$ cat src/logic/acmc_params.svh
// Purpose: named constants for the conversion mode control block
// Assumes: 250 MHz core clock, APB register access
// Notes:   offsets are byte addresses of 32-bit words
`ifndef ACMC_PARAMS_SVH
`define ACMC_PARAMS_SVH

`define ACMC_ADDR_CTRL      8'h00
`define ACMC_ADDR_RATE      8'h04
`define ACMC_ADDR_STATUS    8'h08
`define ACMC_ADDR_DATA      8'h0C
`define ACMC_ADDR_IRQ_STAT  8'h10
`define ACMC_ADDR_IRQ_MASK  8'h14
`define ACMC_ADDR_CMD       8'h18

`define ACMC_MOD_DIV        16
`define ACMC_DEC_BASE       64
`define ACMC_RATE_RESET     10'h060
`define ACMC_ORDER_RESET    3'h4
`define ACMC_MODE_CONT      3'h0
`define ACMC_MODE_SINGLE    3'h1
`define ACMC_MODE_IDLE      3'h2
`define ACMC_CLK_SETTLE_NS  1000000
`define ACMC_CLK_PERIOD_NS  4
`define ACMC_DATA_BITS      24

`define ACMC_CTRL_MODE_LSB  0
`define ACMC_CTRL_CONTINUOUS_READOUT_ENABLE_BIT 4
`define ACMC_CTRL_ORDER_LSB 8
`define ACMC_CMD_READ_BIT   0

`define ACMC_IRQ_DONE_BIT   0
`define ACMC_IRQ_SINGLE_BIT 1

`endif

$ cat src/logic/acmc_pkg.sv
// Purpose: shared types of the conversion mode control block
// Assumes: none
// Notes:   state codes are one-hot
package acmc_pkg;
   typedef enum logic [3:0]
   {
      ACMC_ST_IDLE   = 4'b0001,
      ACMC_ST_WAKE   = 4'b0010,
      ACMC_ST_SETTLE = 4'b0100,
      ACMC_ST_RUN    = 4'b1000
   } acmc_state_t;
endpackage

$ cat src/logic/acmc_tick_if.sv
// Purpose: carries the modulator tick between modules
// Assumes: single clock domain
// Notes:   pulses are one cycle wide
`timescale 1ns/1ps
interface acmc_tick_if;
   logic        mod_tick;
   modport src
   (
      output mod_tick
   );
   modport dst
   (
      input  mod_tick
   );
endinterface // acmc_tick_if

$ cat src/logic/acmc_top.sv
// Purpose: conversion mode control of a sigma-delta converter
// Assumes: 250 MHz core clock, APB slave, serial host on SCLK/DOUT pin
// Notes:   filter arithmetic is a stand-in counter; results are counts
//
// Implementation choices: the placing of the registers and the APB register port.
`timescale 1ns/1ps
`include "acmc_params.svh"
module acmc_top
#(
   parameter int WAKE_CYCLES = (`ACMC_CLK_SETTLE_NS
                                / `ACMC_CLK_PERIOD_NS),
   parameter int DATA_W      = `ACMC_DATA_BITS
)
(
   input  wire logic        CORE_CLK_IN,
   input  wire logic        RSTN_IN,
   input  wire logic        PSEL_IN,
   input  wire logic        PENABLE_IN,
   input  wire logic        PWRITE_IN,
   input  wire logic [7:0]  PADDR_IN,
   input  wire logic [31:0] PWDATA_IN,
   output logic      [31:0] PRDATA_OUT,
   output logic             PREADY_OUT,
   output logic             PSLVERR_OUT,
   input  wire logic        SCLK_IN,
   output logic             DOUT_RDYN_OUT,
   output logic             IRQ_OUT
);
   localparam int TCW = 32;

   initial
   begin
      if (WAKE_CYCLES < 1 || DATA_W < 2 || DATA_W > 32)
         $error("unsupported parameter value");
   end

   ////////////////////////////////////////////////////////////////////
   // modulator enable and serial clock synchroniser

   acmc_tick_if tick_bus ();

   acmc_div #(.DIV(`ACMC_MOD_DIV)) u_div
   (
      .clk   (CORE_CLK_IN),
      .rst_n (RSTN_IN),
      .tick  (tick_bus.src)
   );

   logic sclk_s1_reg;
   logic sclk_s2_reg;
   logic sclk_s3_reg;
   logic sclk_fall;

   // s1 feeds only s2; edges are seen on s2 against s3
   always_ff @(posedge CORE_CLK_IN or negedge RSTN_IN)
   begin
      if (!RSTN_IN)
      begin
         sclk_s1_reg <= 1'b1;
         sclk_s2_reg <= 1'b1;
         sclk_s3_reg <= 1'b1;
      end
      else
      begin
         sclk_s1_reg <= SCLK_IN;
         sclk_s2_reg <= sclk_s1_reg;
         sclk_s3_reg <= sclk_s2_reg;
      end
   end
   assign sclk_fall = sclk_s3_reg & ~sclk_s2_reg;

   ////////////////////////////////////////////////////////////////////
   // registers

   logic [2:0]        mode_reg;
   logic [2:0]        mode_next;
   logic              continuous_readout_enable_reg;
   logic              continuous_readout_enable_next;
   logic [2:0]        order_reg;
   logic [2:0]        order_next;
   logic [9:0]        rate_reg;
   logic [9:0]        rate_next;
   logic [DATA_W-1:0] data_reg;
   logic [DATA_W-1:0] data_next;
   logic              rdy_n_reg;
   logic              rdy_n_next;
   logic [1:0]        irq_stat_reg;
   logic [1:0]        irq_stat_next;
   logic [1:0]        irq_mask_reg;
   logic [1:0]        irq_mask_next;
   logic [31:0]       prdata_reg;
   logic [31:0]       prdata_next;

   logic wr_acc;
   logic rd_acc;
   logic addr_ok;
   logic reconfig;
   logic read_req;
   logic data_read;

   assign wr_acc = PSEL_IN & PENABLE_IN & PWRITE_IN;
   assign rd_acc = PSEL_IN & PENABLE_IN & ~PWRITE_IN;

   always_comb
   begin
      if (PADDR_IN == `ACMC_ADDR_CTRL)
         addr_ok = 1'b1;
      else if (PADDR_IN == `ACMC_ADDR_RATE)
         addr_ok = 1'b1;
      else if (PADDR_IN == `ACMC_ADDR_STATUS)
         addr_ok = 1'b1;
      else if (PADDR_IN == `ACMC_ADDR_DATA)
         addr_ok = 1'b1;
      else if (PADDR_IN == `ACMC_ADDR_IRQ_STAT)
         addr_ok = 1'b1;
      else if (PADDR_IN == `ACMC_ADDR_IRQ_MASK)
         addr_ok = 1'b1;
      else if (PADDR_IN == `ACMC_ADDR_CMD)
         addr_ok = 1'b1;
      else
         addr_ok = 1'b0;
   end

   assign PREADY_OUT  = 1'b1;
   assign PSLVERR_OUT = PSEL_IN & PENABLE_IN & ~addr_ok;

   // rate code zero is unusable, so such writes are refused
   assign reconfig = wr_acc & ((PADDR_IN == `ACMC_ADDR_CTRL) |
                     ((PADDR_IN == `ACMC_ADDR_RATE) &&
                      (PWDATA_IN[9:0] != 10'h000)));
   assign read_req = wr_acc & (PADDR_IN == `ACMC_ADDR_CMD)
                     & PWDATA_IN[`ACMC_CMD_READ_BIT];

   ////////////////////////////////////////////////////////////////////
   // conversion sequencer

   acmc_pkg::acmc_state_t state_reg;
   acmc_pkg::acmc_state_t state_next;
   logic [TCW-1:0]        tcnt_reg;
   logic [TCW-1:0]        tcnt_next;
   logic [TCW-1:0]        conv_ticks;
   logic [TCW-1:0]        settle_ticks;
   logic [3:0]            settled_reg;
   logic [3:0]            settled_next;
   logic                  conv_done;
   logic                  single_done;

   always_comb
   begin
      conv_ticks   = TCW'(`ACMC_DEC_BASE) * TCW'(order_reg)
                     * TCW'(rate_reg);
      // settling spans one conversion period, the same tick count as in RUN
      settle_ticks = conv_ticks;
   end

   always_comb
   begin
      state_next   = state_reg;
      tcnt_next    = tcnt_reg;
      settled_next = settled_reg;
      conv_done    = 1'b0;
      single_done  = 1'b0;
      case (state_reg)
         acmc_pkg::ACMC_ST_IDLE:
         begin
            tcnt_next    = '0;
            settled_next = '0;
            if (mode_reg == `ACMC_MODE_CONT)
               state_next = acmc_pkg::ACMC_ST_SETTLE;
         end
         acmc_pkg::ACMC_ST_WAKE:
         begin
            if (tcnt_reg >= TCW'(WAKE_CYCLES - 1))
            begin
               tcnt_next  = '0;
               state_next = acmc_pkg::ACMC_ST_SETTLE;
            end
            else
               tcnt_next = tcnt_reg + TCW'(1);
         end
         acmc_pkg::ACMC_ST_SETTLE:
         begin
            if (tick_bus.mod_tick)
            begin
               if (tcnt_reg >= settle_ticks - TCW'(1))
               begin
                  tcnt_next    = '0;
                  conv_done    = 1'b1;
                  settled_next = 4'h1;
                  if (mode_reg == `ACMC_MODE_SINGLE)
                  begin
                     single_done = 1'b1;
                     state_next  = acmc_pkg::ACMC_ST_IDLE;
                  end
                  else
                     state_next = acmc_pkg::ACMC_ST_RUN;
               end
               else
                  tcnt_next = tcnt_reg + TCW'(1);
            end
         end
         acmc_pkg::ACMC_ST_RUN:
         begin
            if (tick_bus.mod_tick)
            begin
               if (tcnt_reg >= conv_ticks - TCW'(1))
               begin
                  tcnt_next = '0;
                  conv_done = 1'b1;
               end
               else
                  tcnt_next = tcnt_reg + TCW'(1);
            end
         end
         default:
         begin
            state_next = acmc_pkg::ACMC_ST_IDLE;
            tcnt_next  = '0;
         end
      endcase
      if (reconfig)
      begin
         tcnt_next    = '0;
         settled_next = '0;
         if (mode_next == `ACMC_MODE_CONT)
            state_next = acmc_pkg::ACMC_ST_SETTLE;
         else if (mode_next == `ACMC_MODE_SINGLE)
            state_next = acmc_pkg::ACMC_ST_WAKE;
         else
            state_next = acmc_pkg::ACMC_ST_IDLE;
      end
   end

   always_ff @(posedge CORE_CLK_IN or negedge RSTN_IN)
   begin
      if (!RSTN_IN)
      begin
         state_reg   <= acmc_pkg::ACMC_ST_SETTLE;
         tcnt_reg    <= '0;
         settled_reg <= '0;
      end
      else
      begin
         state_reg   <= state_next;
         tcnt_reg    <= tcnt_next;
         settled_reg <= settled_next;
      end
   end

   ////////////////////////////////////////////////////////////////////
   // serial output

   logic shift_busy;
   logic shift_last;
   logic shift_load;
   logic pend_reg;
   logic pend_next;

   // a result arriving mid-shift waits; the current word is not torn
   assign shift_load = ~shift_busy & ((continuous_readout_enable_reg & pend_reg) | read_req);

   acmc_shift #(.W(DATA_W)) u_shift
   (
      .clk       (CORE_CLK_IN),
      .rst_n     (RSTN_IN),
      .load      (shift_load),
      .data      (data_reg),
      .sclk_fall (sclk_fall),
      .ready_n   (rdy_n_reg),
      .dout      (DOUT_RDYN_OUT),
      .busy      (shift_busy),
      .last      (shift_last)
   );

   assign data_read = shift_last | (rd_acc & (PADDR_IN == `ACMC_ADDR_DATA));

   ////////////////////////////////////////////////////////////////////
   // register updates

   always_comb
   begin
      mode_next     = mode_reg;
      continuous_readout_enable_next    = continuous_readout_enable_reg;
      order_next    = order_reg;
      rate_next     = rate_reg;
      irq_mask_next = irq_mask_reg;
      data_next     = data_reg;
      rdy_n_next    = rdy_n_reg;
      pend_next     = pend_reg;
      irq_stat_next = irq_stat_reg;
      prdata_next   = prdata_reg;
      if (wr_acc && PADDR_IN == `ACMC_ADDR_CTRL)
      begin
         mode_next  = PWDATA_IN[`ACMC_CTRL_MODE_LSB +: 3];
         continuous_readout_enable_next = PWDATA_IN[`ACMC_CTRL_CONTINUOUS_READOUT_ENABLE_BIT];
         if (PWDATA_IN[`ACMC_CTRL_ORDER_LSB +: 3] != 3'h0)
            order_next = PWDATA_IN[`ACMC_CTRL_ORDER_LSB +: 3];
      end
      if (wr_acc && PADDR_IN == `ACMC_ADDR_RATE &&
          PWDATA_IN[9:0] != 10'h000)
         rate_next = PWDATA_IN[9:0];
      if (wr_acc && PADDR_IN == `ACMC_ADDR_IRQ_MASK)
         irq_mask_next = PWDATA_IN[1:0];
      // a reconfiguration cancels a pending shift, but a result completing in that same cycle is still shifted later
      if (shift_load || reconfig)
         pend_next = 1'b0;
      if (data_read || reconfig)
         rdy_n_next = 1'b1;
      if (rd_acc && PADDR_IN == `ACMC_ADDR_IRQ_STAT)
         irq_stat_next = 2'h0;
      if (conv_done)
      begin
         data_next  = data_reg + DATA_W'(1);
         rdy_n_next = 1'b0;
         pend_next  = 1'b1;
         irq_stat_next[`ACMC_IRQ_DONE_BIT] = 1'b1;
      end
      if (single_done)
         irq_stat_next[`ACMC_IRQ_SINGLE_BIT] = 1'b1;
      if (rd_acc)
      begin
         if (PADDR_IN == `ACMC_ADDR_CTRL)
            prdata_next = {21'h0, order_reg, 3'h0, continuous_readout_enable_reg, 1'b0, mode_reg};
         else if (PADDR_IN == `ACMC_ADDR_RATE)
            prdata_next = {22'h0, rate_reg};
         else if (PADDR_IN == `ACMC_ADDR_STATUS)
            prdata_next = {24'h0, state_reg, settled_reg[0], 2'h0,
                           rdy_n_reg};
         else if (PADDR_IN == `ACMC_ADDR_DATA)
            prdata_next = 32'(data_reg);
         else if (PADDR_IN == `ACMC_ADDR_IRQ_STAT)
            prdata_next = {30'h0, irq_stat_reg};
         else if (PADDR_IN == `ACMC_ADDR_IRQ_MASK)
            prdata_next = {30'h0, irq_mask_reg};
         else
            prdata_next = 32'h0;
      end
   end

   always_ff @(posedge CORE_CLK_IN or negedge RSTN_IN)
   begin
      if (!RSTN_IN)
      begin
         mode_reg     <= `ACMC_MODE_CONT;
         continuous_readout_enable_reg    <= 1'b0;
         order_reg    <= `ACMC_ORDER_RESET;
         rate_reg     <= `ACMC_RATE_RESET;
         irq_mask_reg <= 2'h0;
         data_reg     <= '0;
         rdy_n_reg    <= 1'b1;
         pend_reg     <= 1'b0;
         irq_stat_reg <= 2'h0;
         prdata_reg   <= 32'h0;
      end
      else
      begin
         mode_reg     <= mode_next;
         continuous_readout_enable_reg    <= continuous_readout_enable_next;
         order_reg    <= order_next;
         rate_reg     <= rate_next;
         irq_mask_reg <= irq_mask_next;
         data_reg     <= data_next;
         rdy_n_reg    <= rdy_n_next;
         pend_reg     <= pend_next;
         irq_stat_reg <= irq_stat_next;
         prdata_reg   <= prdata_next;
      end
   end

   // read data is registered in the access cycle; PREADY still comes
   // at once, so read data is combinationally muxed for that edge
   assign PRDATA_OUT = prdata_next;
   assign IRQ_OUT    = |(irq_stat_reg & irq_mask_reg);
endmodule // acmc_top

$ cat src/logic/acmc_div.sv
// Purpose: modulator clock enable from the core clock
// Assumes: one core clock, active low async reset
// Notes:   enable is a one-cycle pulse every DIV cycles
`timescale 1ns/1ps
`include "acmc_params.svh"
module acmc_div
#(
   parameter int DIV = `ACMC_MOD_DIV
)
(
   input  wire logic clk,
   input  wire logic rst_n,
   acmc_tick_if.src  tick
);
   localparam int CW = $clog2(DIV);
   logic [CW-1:0] cnt_reg;
   logic [CW-1:0] cnt_next;

   initial
   begin
      if (DIV < 2)
         $error("divider must be at least 2");
   end

   always_comb
   begin
      if (cnt_reg == CW'(DIV - 1))
         cnt_next = '0;
      else
         cnt_next = cnt_reg + CW'(1);
   end

   always_ff @(posedge clk or negedge rst_n)
   begin
      if (!rst_n)
         cnt_reg <= '0;
      else
         cnt_reg <= cnt_next;
   end

   assign tick.mod_tick = (cnt_reg == CW'(DIV - 1));
endmodule // acmc_div

$ cat src/logic/acmc_shift.sv
// Purpose: serial shift of a result on the data-out/ready pin
// Assumes: serial clock already synchronised, falling edges as pulses
// Notes:   msb first; pin shows ready level when not shifting
`timescale 1ns/1ps
`include "acmc_params.svh"
module acmc_shift
#(
   parameter int W = `ACMC_DATA_BITS
)
(
   input  wire logic         clk,
   input  wire logic         rst_n,
   input  wire logic         load,
   input  wire logic [W-1:0] data,
   input  wire logic         sclk_fall,
   input  wire logic         ready_n,
   output logic              dout,
   output logic              busy,
   output logic              last
);
   localparam int CW = $clog2(W + 1);
   logic [W-1:0]  sh_reg;
   logic [W-1:0]  sh_next;
   logic [CW-1:0] cnt_reg;
   logic [CW-1:0] cnt_next;
   logic          dout_reg;
   logic          dout_next;

   always_comb
   begin
      sh_next  = sh_reg;
      cnt_next = cnt_reg;
      last     = 1'b0;
      if (load)
      begin
         sh_next  = data;
         cnt_next = CW'(W);
      end
      else if (sclk_fall && cnt_reg != '0)
      begin
         sh_next  = {sh_reg[W-2:0], 1'b0};
         cnt_next = cnt_reg - CW'(1);
         last     = (cnt_reg == CW'(1));
      end
      dout_next = (cnt_next != '0) ? sh_next[W-1] : ready_n;
   end

   always_ff @(posedge clk or negedge rst_n)
   begin
      if (!rst_n)
      begin
         sh_reg   <= '0;
         cnt_reg  <= '0;
         dout_reg <= 1'b1;
      end
      else
      begin
         sh_reg   <= sh_next;
         cnt_reg  <= cnt_next;
         dout_reg <= dout_next;
      end
   end

   assign dout = dout_reg;
   assign busy = (cnt_reg != '0);
endmodule // acmc_shift

$ cat config.mk
export PLATFORM = sky130hd
export DESIGN_NAME = acmc_top
export DESIGN_NICKNAME = d
export VERILOG_FILES = /design/src/logic/acmc_pkg.sv /design/src/logic/acmc_tick_if.sv /design/src/logic/acmc_top.sv /design/src/logic/acmc_div.sv /design/src/logic/acmc_shift.sv
export VERILOG_INCLUDE_DIRS = /design/src /design/src/logic
export SDC_FILE = /design/constraint.sdc
export NUM_CORES = 1
export LEC_CHECK = 0
export ABC_AREA = 1
export BUFFER_PORTS_ARGS = -buffer_cell sky130_fd_sc_hd__buf_2
export CELL_PAD_IN_SITES_DETAIL_PLACEMENT = 2
export CELL_PAD_IN_SITES_GLOBAL_PLACEMENT = 2
export CORE_ASPECT_RATIO = 1.5
export CORE_MARGIN = 3
export CORE_UTILIZATION = 35
export DETAILED_ROUTE_END_ITERATION = 12
export HOLD_SLACK_MARGIN = 0.03
export PLACE_DENSITY = 0.83
export SYNTH_ARGS = -nofsm -noshare
export SYNTH_HDL_FRONTEND = slang
export SYNTH_SLANG_ARGS = --single-unit
$ cat constraint.sdc
create_clock -name CORE_CLK_IN -period 5.6 [get_ports CORE_CLK_IN]
set_input_delay 0.84 -clock CORE_CLK_IN [delete_from_list [all_inputs] [get_ports CORE_CLK_IN]]
set_output_delay 0.84 -clock CORE_CLK_IN [all_outputs]
set_load 0.01 [all_outputs]
# Word-level counts from Yosys, hierarchy flattened
# Index checks and enable logic that the tools add are counted.
# W data, S select, Z words.
dict set report op_classes {
  add_sub_neg 5
  multipliers 1
  order_cmp 2
  n_eq_ne 20
  muxes 55
  n_bitwise 19
  reduce_logical 27
}
# cell count
set op_table {}
lappend op_table {{$mux W32} 5}
lappend op_table {{$mux W24} 6}
lappend op_table {{$pmux W32 S2} 1}
lappend op_table {{$add A32 B1 Y32 const B} 1}
lappend op_table {{$ge A32 B18 Y1 const B} 1}
lappend op_table {{$ge A32 B32 Y1} 1}
lappend op_table {{$mux W4} 7}
lappend op_table {{$mux W1} 26}
lappend op_table {{$add A24 B1 Y24 const B} 1}
lappend op_table {{$eq A8 B5 Y1 const B} 3}
lappend op_table {{$sub A19 B1 Y20 const B} 1}
lappend op_table {{$eq A8 B4 Y1 const B} 2}
lappend op_table {{$pmux W4 S4} 1}
lappend op_table {{$mul A3 B10 Y13} 1}
lappend op_table {{$ne A3 B3 Y1 const B} 4}
lappend op_table {{$and A1 B1 Y1} 11}
lappend op_table {{$mux W5} 2}
lappend op_table {{$reduce_bool A10 Y1} 1}
lappend op_table {{$reduce_bool A2 Y1} 5}
lappend op_table {{$reduce_bool A5 Y1} 2}
lappend op_table {{$eq A4 B4 Y1 const B} 2}
lappend op_table {{$eq A8 B3 Y1 const B} 1}
lappend op_table {{$logic_not A8 Y1} 1}
lappend op_table {{$mux W2} 4}
lappend op_table {{other kinds (22)} 39}
dict set report totals {
  reg_bits 153
  input_bits 46
  out_inout_bits 36
  wordCells 151
}

# Logic depth before layout (Yosys ltp)
dict set report depth {
  ltp_word 11
  mapped_depth 32
  ltp_nobuf 31
}

# By module
# From an unflattened synthesis, not the netlist that was laid out.
dict set report unflattened {
  hier_cells 1360
  hier_area_um2 10080.9
}
# mod n_inst cells_each area_per_inst_um2 seq_area_each_um2
set by_module_without_submodules {}
lappend by_module_without_submodules {acmc_top 1 1165 8398.1 2987.9}
lappend by_module_without_submodules {acmc_shift 1 178 1514.0 752.0}
lappend by_module_without_submodules {acmc_div 1 17 168.9 100.1}

# Least setup slack after synthesis
# Ideal clock, no wire load.
dict set report synth_timing {
  path_kind {reg-to-reg}
  from {reg order_reg[2]}
  to {reg tcnt_reg[5]}
  arrival_time_ns 4.936
  t_required_ns 5.527
  slack_ns 0.591
  stages_incl_launch_ff 24
  n_path_buf 2
  path_cell_list {dfstp_2 > clkbuf_1 > nand2_1 > inv_1 > fa_1 > ha_1 > fa_1 > xor2_1 > nor3_1 > nand3_1 > a21oi_1 > nand2_1 > nor2_1 > nand4_1 > ha_1 > a21o_1 > nor2_1 > nand2_1 > a21oi_1 > nand2_2 > o21ai_2 > nand2_2 > buf_6 > a21oi_2}
}
dict set report synth_between {
  elab_chain_cells 7
}
# element line
set synth_lines {}
lappend synth_lines {{start: declaration} acmc_top.sv:79} ;# logic [2:0] order_reg;
lappend synth_lines {{start signal: assignment} acmc_top.sv:346} ;# order_reg <= `ACMC_ORDER_RESET;
lappend synth_lines {{start signal: assignment} acmc_top.sv:359} ;# order_reg <= order_next;
lappend synth_lines {{$mul A3 B10 Y13} acmc_top.sv:150} ;# conv_ticks = TCW'(`ACMC_DEC_BASE) * TCW'(order_reg)
lappend synth_lines {{$sub A19 B1 Y20} {acmc_top.sv:185, acmc_top.sv:206}}
lappend synth_lines {{$ge A32 B32 Y1} {acmc_top.sv:185, acmc_top.sv:206}}
lappend synth_lines {{$mux W32} {acmc_top.sv:185, acmc_top.sv:206}}
lappend synth_lines {{$mux W32} acmc_top.sv:183} ;# if (tick_bus.mod_tick)
lappend synth_lines {{$pmux W32 S2} acmc_top.sv:163} ;# case (state_reg)
lappend synth_lines {{$mux W32} acmc_top.sv:221} ;# if (reconfig)
lappend synth_lines {{end signal: assignment} acmc_top.sv:245} ;# tcnt_reg <= tcnt_next;
lappend synth_lines {{end: declaration} acmc_top.sv:139} ;# logic [TCW-1:0] tcnt_reg;
# No other way between the ends. The select of a mux whose other input is x is not followed.
# A chain may end at the register's enable or synchronous reset.

# Final worst setup path
dict set report layout_timing {
  from {reg order_reg[2]}
  to {reg data_reg[10]}
}
dict set report layout_between {
  elab_chain_cells 6
}
# element line
set layout_lines {}
lappend layout_lines {{$mul A3 B10 Y13} acmc_top.sv:150}
lappend layout_lines {{$sub A19 B1 Y20} {acmc_top.sv:185, acmc_top.sv:206}}
lappend layout_lines {{$ge A32 B32 Y1} {acmc_top.sv:185, acmc_top.sv:206}}
lappend layout_lines {{$mux W1} {acmc_top.sv:185, acmc_top.sv:206}}
lappend layout_lines {{$mux W1} acmc_top.sv:183}
lappend layout_lines {{$mux W1} --}
lappend layout_lines {{end signal: assignment} acmc_top.sv:362} ;# data_reg <= data_next;
lappend layout_lines {{end: declaration} acmc_top.sv:83} ;# logic [DATA_W-1:0] data_reg;
# No other way between the ends.

==> results.py <==
metrics = {
    "run_status": {
        "status": "complete, no violations",
    },
    "synthesis": {
        "synth_cells": 1359,
        "synth_area_um2": 10020,
        "synth_edf_count": 0,
        "synth_top_area_share": 0.3597,
        "synth_area_per_cell_um2": 7.372,
        "synthArstFlopShare": 1.000,
        "synth_area_leaders": "dfrtp_1 36%, nand2_1 15%, inv_1 7.6%, ha_1 5.5%, nand3_1 4.2%",
        "ys.warnings.count": 0,
        "synth_nets": 1458,
        "synth_seq_cells": 153,
        "yosysTopAreaCell": "dfrtp_1",
        "synthFlopType": "dfrtp_1",
        "yosysMostFrequentCell": "nand2_1",
        "ys_types": 49,
        "synthTopCellsByCount": "397 x nand2_1, 204 x inv_1, 144 x dfrtp_1",
        "ys_seq_area_frac": 0.3833,
    },
    "worst_setup_path": {
        "path_cells": "buf_4, nand2_1, fa_1, inv_1, ha_1, inv_1, nor3_1, nand3_1, nand3_1, xor2_2, nand4_1, buf_4, ha_1, nand2_1, nor2_1, nand4_1, nor2_1, nand2_1, nand2_2, nand2_1, nor2_4, buf_12, nand4_1, nand2_1",
        "crit_top_cell": "nand2_1",
        "setup.worst_path.start_class": "flip-flop",
        "rrSetupSlack_ns": 0.40,
        "crit_end": "data_reg[10]$_DFFE_PN0P_",
        "critPathBufInv": 5,
        "reg2regPathDepth": 24,
        "path_depth": 24,
        "crit_start": "order_reg[2]$_DFFE_PN1P_",
        "max_stage_delay_ns": 0.57,
        "cp_slowest_cell": "dfstp_2",
        "path_class": "reg2reg",
        "r2r-end": "data_reg[10]$_DFFE_PN0P_",
        "cp_max_fo": 21,
        "arrival_ns": 5.59,
        "critical-path-top-delay-family": "simple AND/OR/NAND/NOR gates",
        "rr_startpoint": "order_reg[2]$_DFFE_PN1P_",
        "crit_required_ns": 5.99,
        "cp-end-kind": "flip-flop",
    },
    "layout": {
        "fin_area_um2": 11350,
        "drive_gt1_frac": 0.1148,
        "syn_to_final_growth_pct": 13.33,
        "nFillCells": 3277,
        "antenna_cells": 0,
        "final_util": 0.4046,
        "fin_cells": 1775,
        "nets": 1516,
    },
    "detailed_routing": {
        "viasPerCell": 5.325,
        "final_antenna_net_count": 0,
        "wl_um": 35610,
        "drtIter0Drc": 309,
        "dr_total_vias": 9451,
        "avgRoutedWirePerCell_um": 20.06,
        "drc": 0,
        "drtPass1Iterations": 4,
    },
    "clocking": {
        "cts_tree": "yes",
        "cts_buffers": 17,
        "root_buffer": "clkbuf_16",
        "cts_max_level": 4,
        "clock_latency_ns": 0.45,
        "cts.sinks": 153,
        "clkTransAtPathRegs_ns": 0.07,
        "clockBufferDepth": 2,
        "cts_hold_buf": 0,
    },
    "worst_hold_path": {
        "worst_hold_path_type": "reg2reg",
        "min_from": "sclk_s1_reg$_DFF_PN1_",
    },
    "power": {
        "leakagePower_uw": 0.005755,
        "internal_power_uw": 2068,
        "combinationalPowerShare": 0.187,
        "clock_power_share": 0.402,
        "p_per_area_nw_per_um2": 269.5,
        "vdd_drop_max_uv": 239.0,
        "p_sw_uw": 992.1,
        "pwr-share-seq": 0.411,
        "p_sw_frac": 0.3242,
    },
    "sta": {
        "finClkSkew_ns": 0.01375,
        "fin_crit_sh": 0.9278,
        "setup-violations-final": 0,
        "slew_headroom": 0.1408,
        "whs_ns": 0.3598,
        "tightest_slew_ns": 1.284,
        "max_freq_mhz": 192.5,
        "finalHoldViolCount": 0,
        "min_period_ns": 5.196,
        "rsz0062_at_grt": "no",
        "report.final.slew_viol_count": 0,
    },
    "global_route": {
        "grt_pass1_vias": 10620,
        "grt_max_degree": 71,
        "grt_use_met2": 0.4645,
        "track_usage": 0.2366,
        "met3_usage": 0.03002,
        "antenna_found_initial": 0,
        "met1_usage": 0.2469,
        "overflow": 0,
        "grt_pass1_wl_um": 56850,
        "busiest_layer": "met2",
    },
    "floorplanning": {
        "io_pins": 82,
        "fp-row-count": 75,
        "die_area_um2": 30730,
        "fp.dieW_um": 144.1,
        "die_h_um": 213.2,
        "start_util": 0.3571,
        "core-area_um2": 28060,
    },
    "placed_design": {
        "dp_hpwl_um": 26630,
        "io_buffers": 59,
        "gp_congestion": 0.8509,
        "placedCellCount": 1736,
        "placed_area_um2": 10620,
    },
    "flow_run": {
        "max_cap_violations": 0,
    },
}
how the worst min path moves through the flow:
stage / to / slack, ns / cells past startpoint
after floorplan: sclk_s2_reg$_DFF_PN1_ / 0.35 / 0
after global placement: sclk_s2_reg$_DFF_PN1_ / 0.35 / 0
after detailed placement: sclk_s2_reg$_DFF_PN1_ / 0.35 / 0
after CTS: sclk_s2_reg$_DFF_PN1_ / 0.36 / 0
after global routing: sclk_s2_reg$_DFF_PN1_ / 0.37 / 0
final: sclk_s2_reg$_DFF_PN1_ / 0.36 / 0
metrics by stage:
step / TNS, ns / total power, uW / worst slack [ns]
6_report: 0 / 3060 / 0.4041
5_1_grt: 0 / 3224 / 0.003157
4_1_cts: 0 / 3093 / 0.06567
3_3_place_gp: 0 / 1802 / 0.1625
3_5_place_dp: -0.6451 / 1833 / -0.09007
2_1_floorplan: 0 / 1679 / 0.5906
worst reg2reg max path, cell delays in order, from the launching register on:
cell and delay, ns:
dfstp_2 0.57, buf_4 0.17, nand2_1 0.08, fa_1 0.54
inv_1 0.04, ha_1 0.34, inv_1 0.11, nor3_1 0.35
nand3_1 0.14, nand3_1 0.17, xor2_2 0.30, nand4_1 0.15
buf_4 0.22, ha_1 0.33, nand2_1 0.08, nor2_1 0.18
nand4_1 0.18, nor2_1 0.14, nand2_1 0.11, nand2_2 0.14
nand2_1 0.12, nor2_4 0.25, buf_12 0.20, nand4_1 0.13
nand2_1 0.10
layout make-up:
type,count,area [um2],share of cell area
multi-input combinational,963,5246,0.4621
sequential,153,3842,0.3384
inverter,208,780.7,0.06877
timing repair buffer,74,444.2,0.03912
clock buffer,19,442.9,0.03901
tap,346,432.9,0.03813
clock inverter,12,163.9,0.01444
logic make-up after synthesis:
family,count (synthesis),share of synthesized area
muxes,4,0.004496
DFF,153,0.3833
xor gates and xnor gates,44,0.03847
AOI/OAI and AO/OA,169,0.1038
buffers and inverters,243,0.09804
adders and majority gates,53,0.07294
other,1,0.0003743
and+or+nand+nor,692,0.2986
repair_timing:
action / CTS / global route
gates cloned: 0 / 1
resized for setup: 3 / 10
pin swaps: 0 / 2
setup endpoints to repair: 17 / 65
setup buffers: 0 / 7
layer usage:
| metal | part of all wire | up-vias |
|---|---|---|
| li1 | - | 4481 |
| met1 | 0.37 | 4791 |
| met2 | 0.58 | 112 |
| met3 | 0.016 | 67 |
| met4 | 0.039 | 0 |
| met5 | 0 | - |
layout by cell type, fill, tap and decap left out, drive strengths merged, types with 2 or more instances in the layout:
cell    netlist  layout
dfrtp       144     144
o211ai        3       3
nand3b        4       4
o21ai        76      76
o21bai        2       2
nand3        87      87
a31oi         5       5
nand2       404     404
nor3         47      47
bufinv        0       3
or2           2       2
o22ai         9       9
and2          2       2
xnor2         4       4
ha           44      44
mux2          4       4
nor2        110     110
a21o          3       3
dfstp         9       9
a21oi        43      43
buf          24      73
o221ai       23      23
nor4          6       6
inv         207     211
xor2         40      40
fa            9       9
clkinv        1       5
nand4        29      29
clkbuf       11      20
power by group through the flow:
stage / Sequential [uW] / Combinational, uW / Clock (uW)
2_1_floorplan: 1260 / 418 / 0
3_3_place_gp: 1270 / 528 / 0
3_5_place_dp: 1280 / 555 / 0
4_1_cts: 1260 / 574 / 1260
5_1_grt: 1270 / 649 / 1310
6_report: 1260 / 573 / 1230
Power figures use the tool's default switching activity.
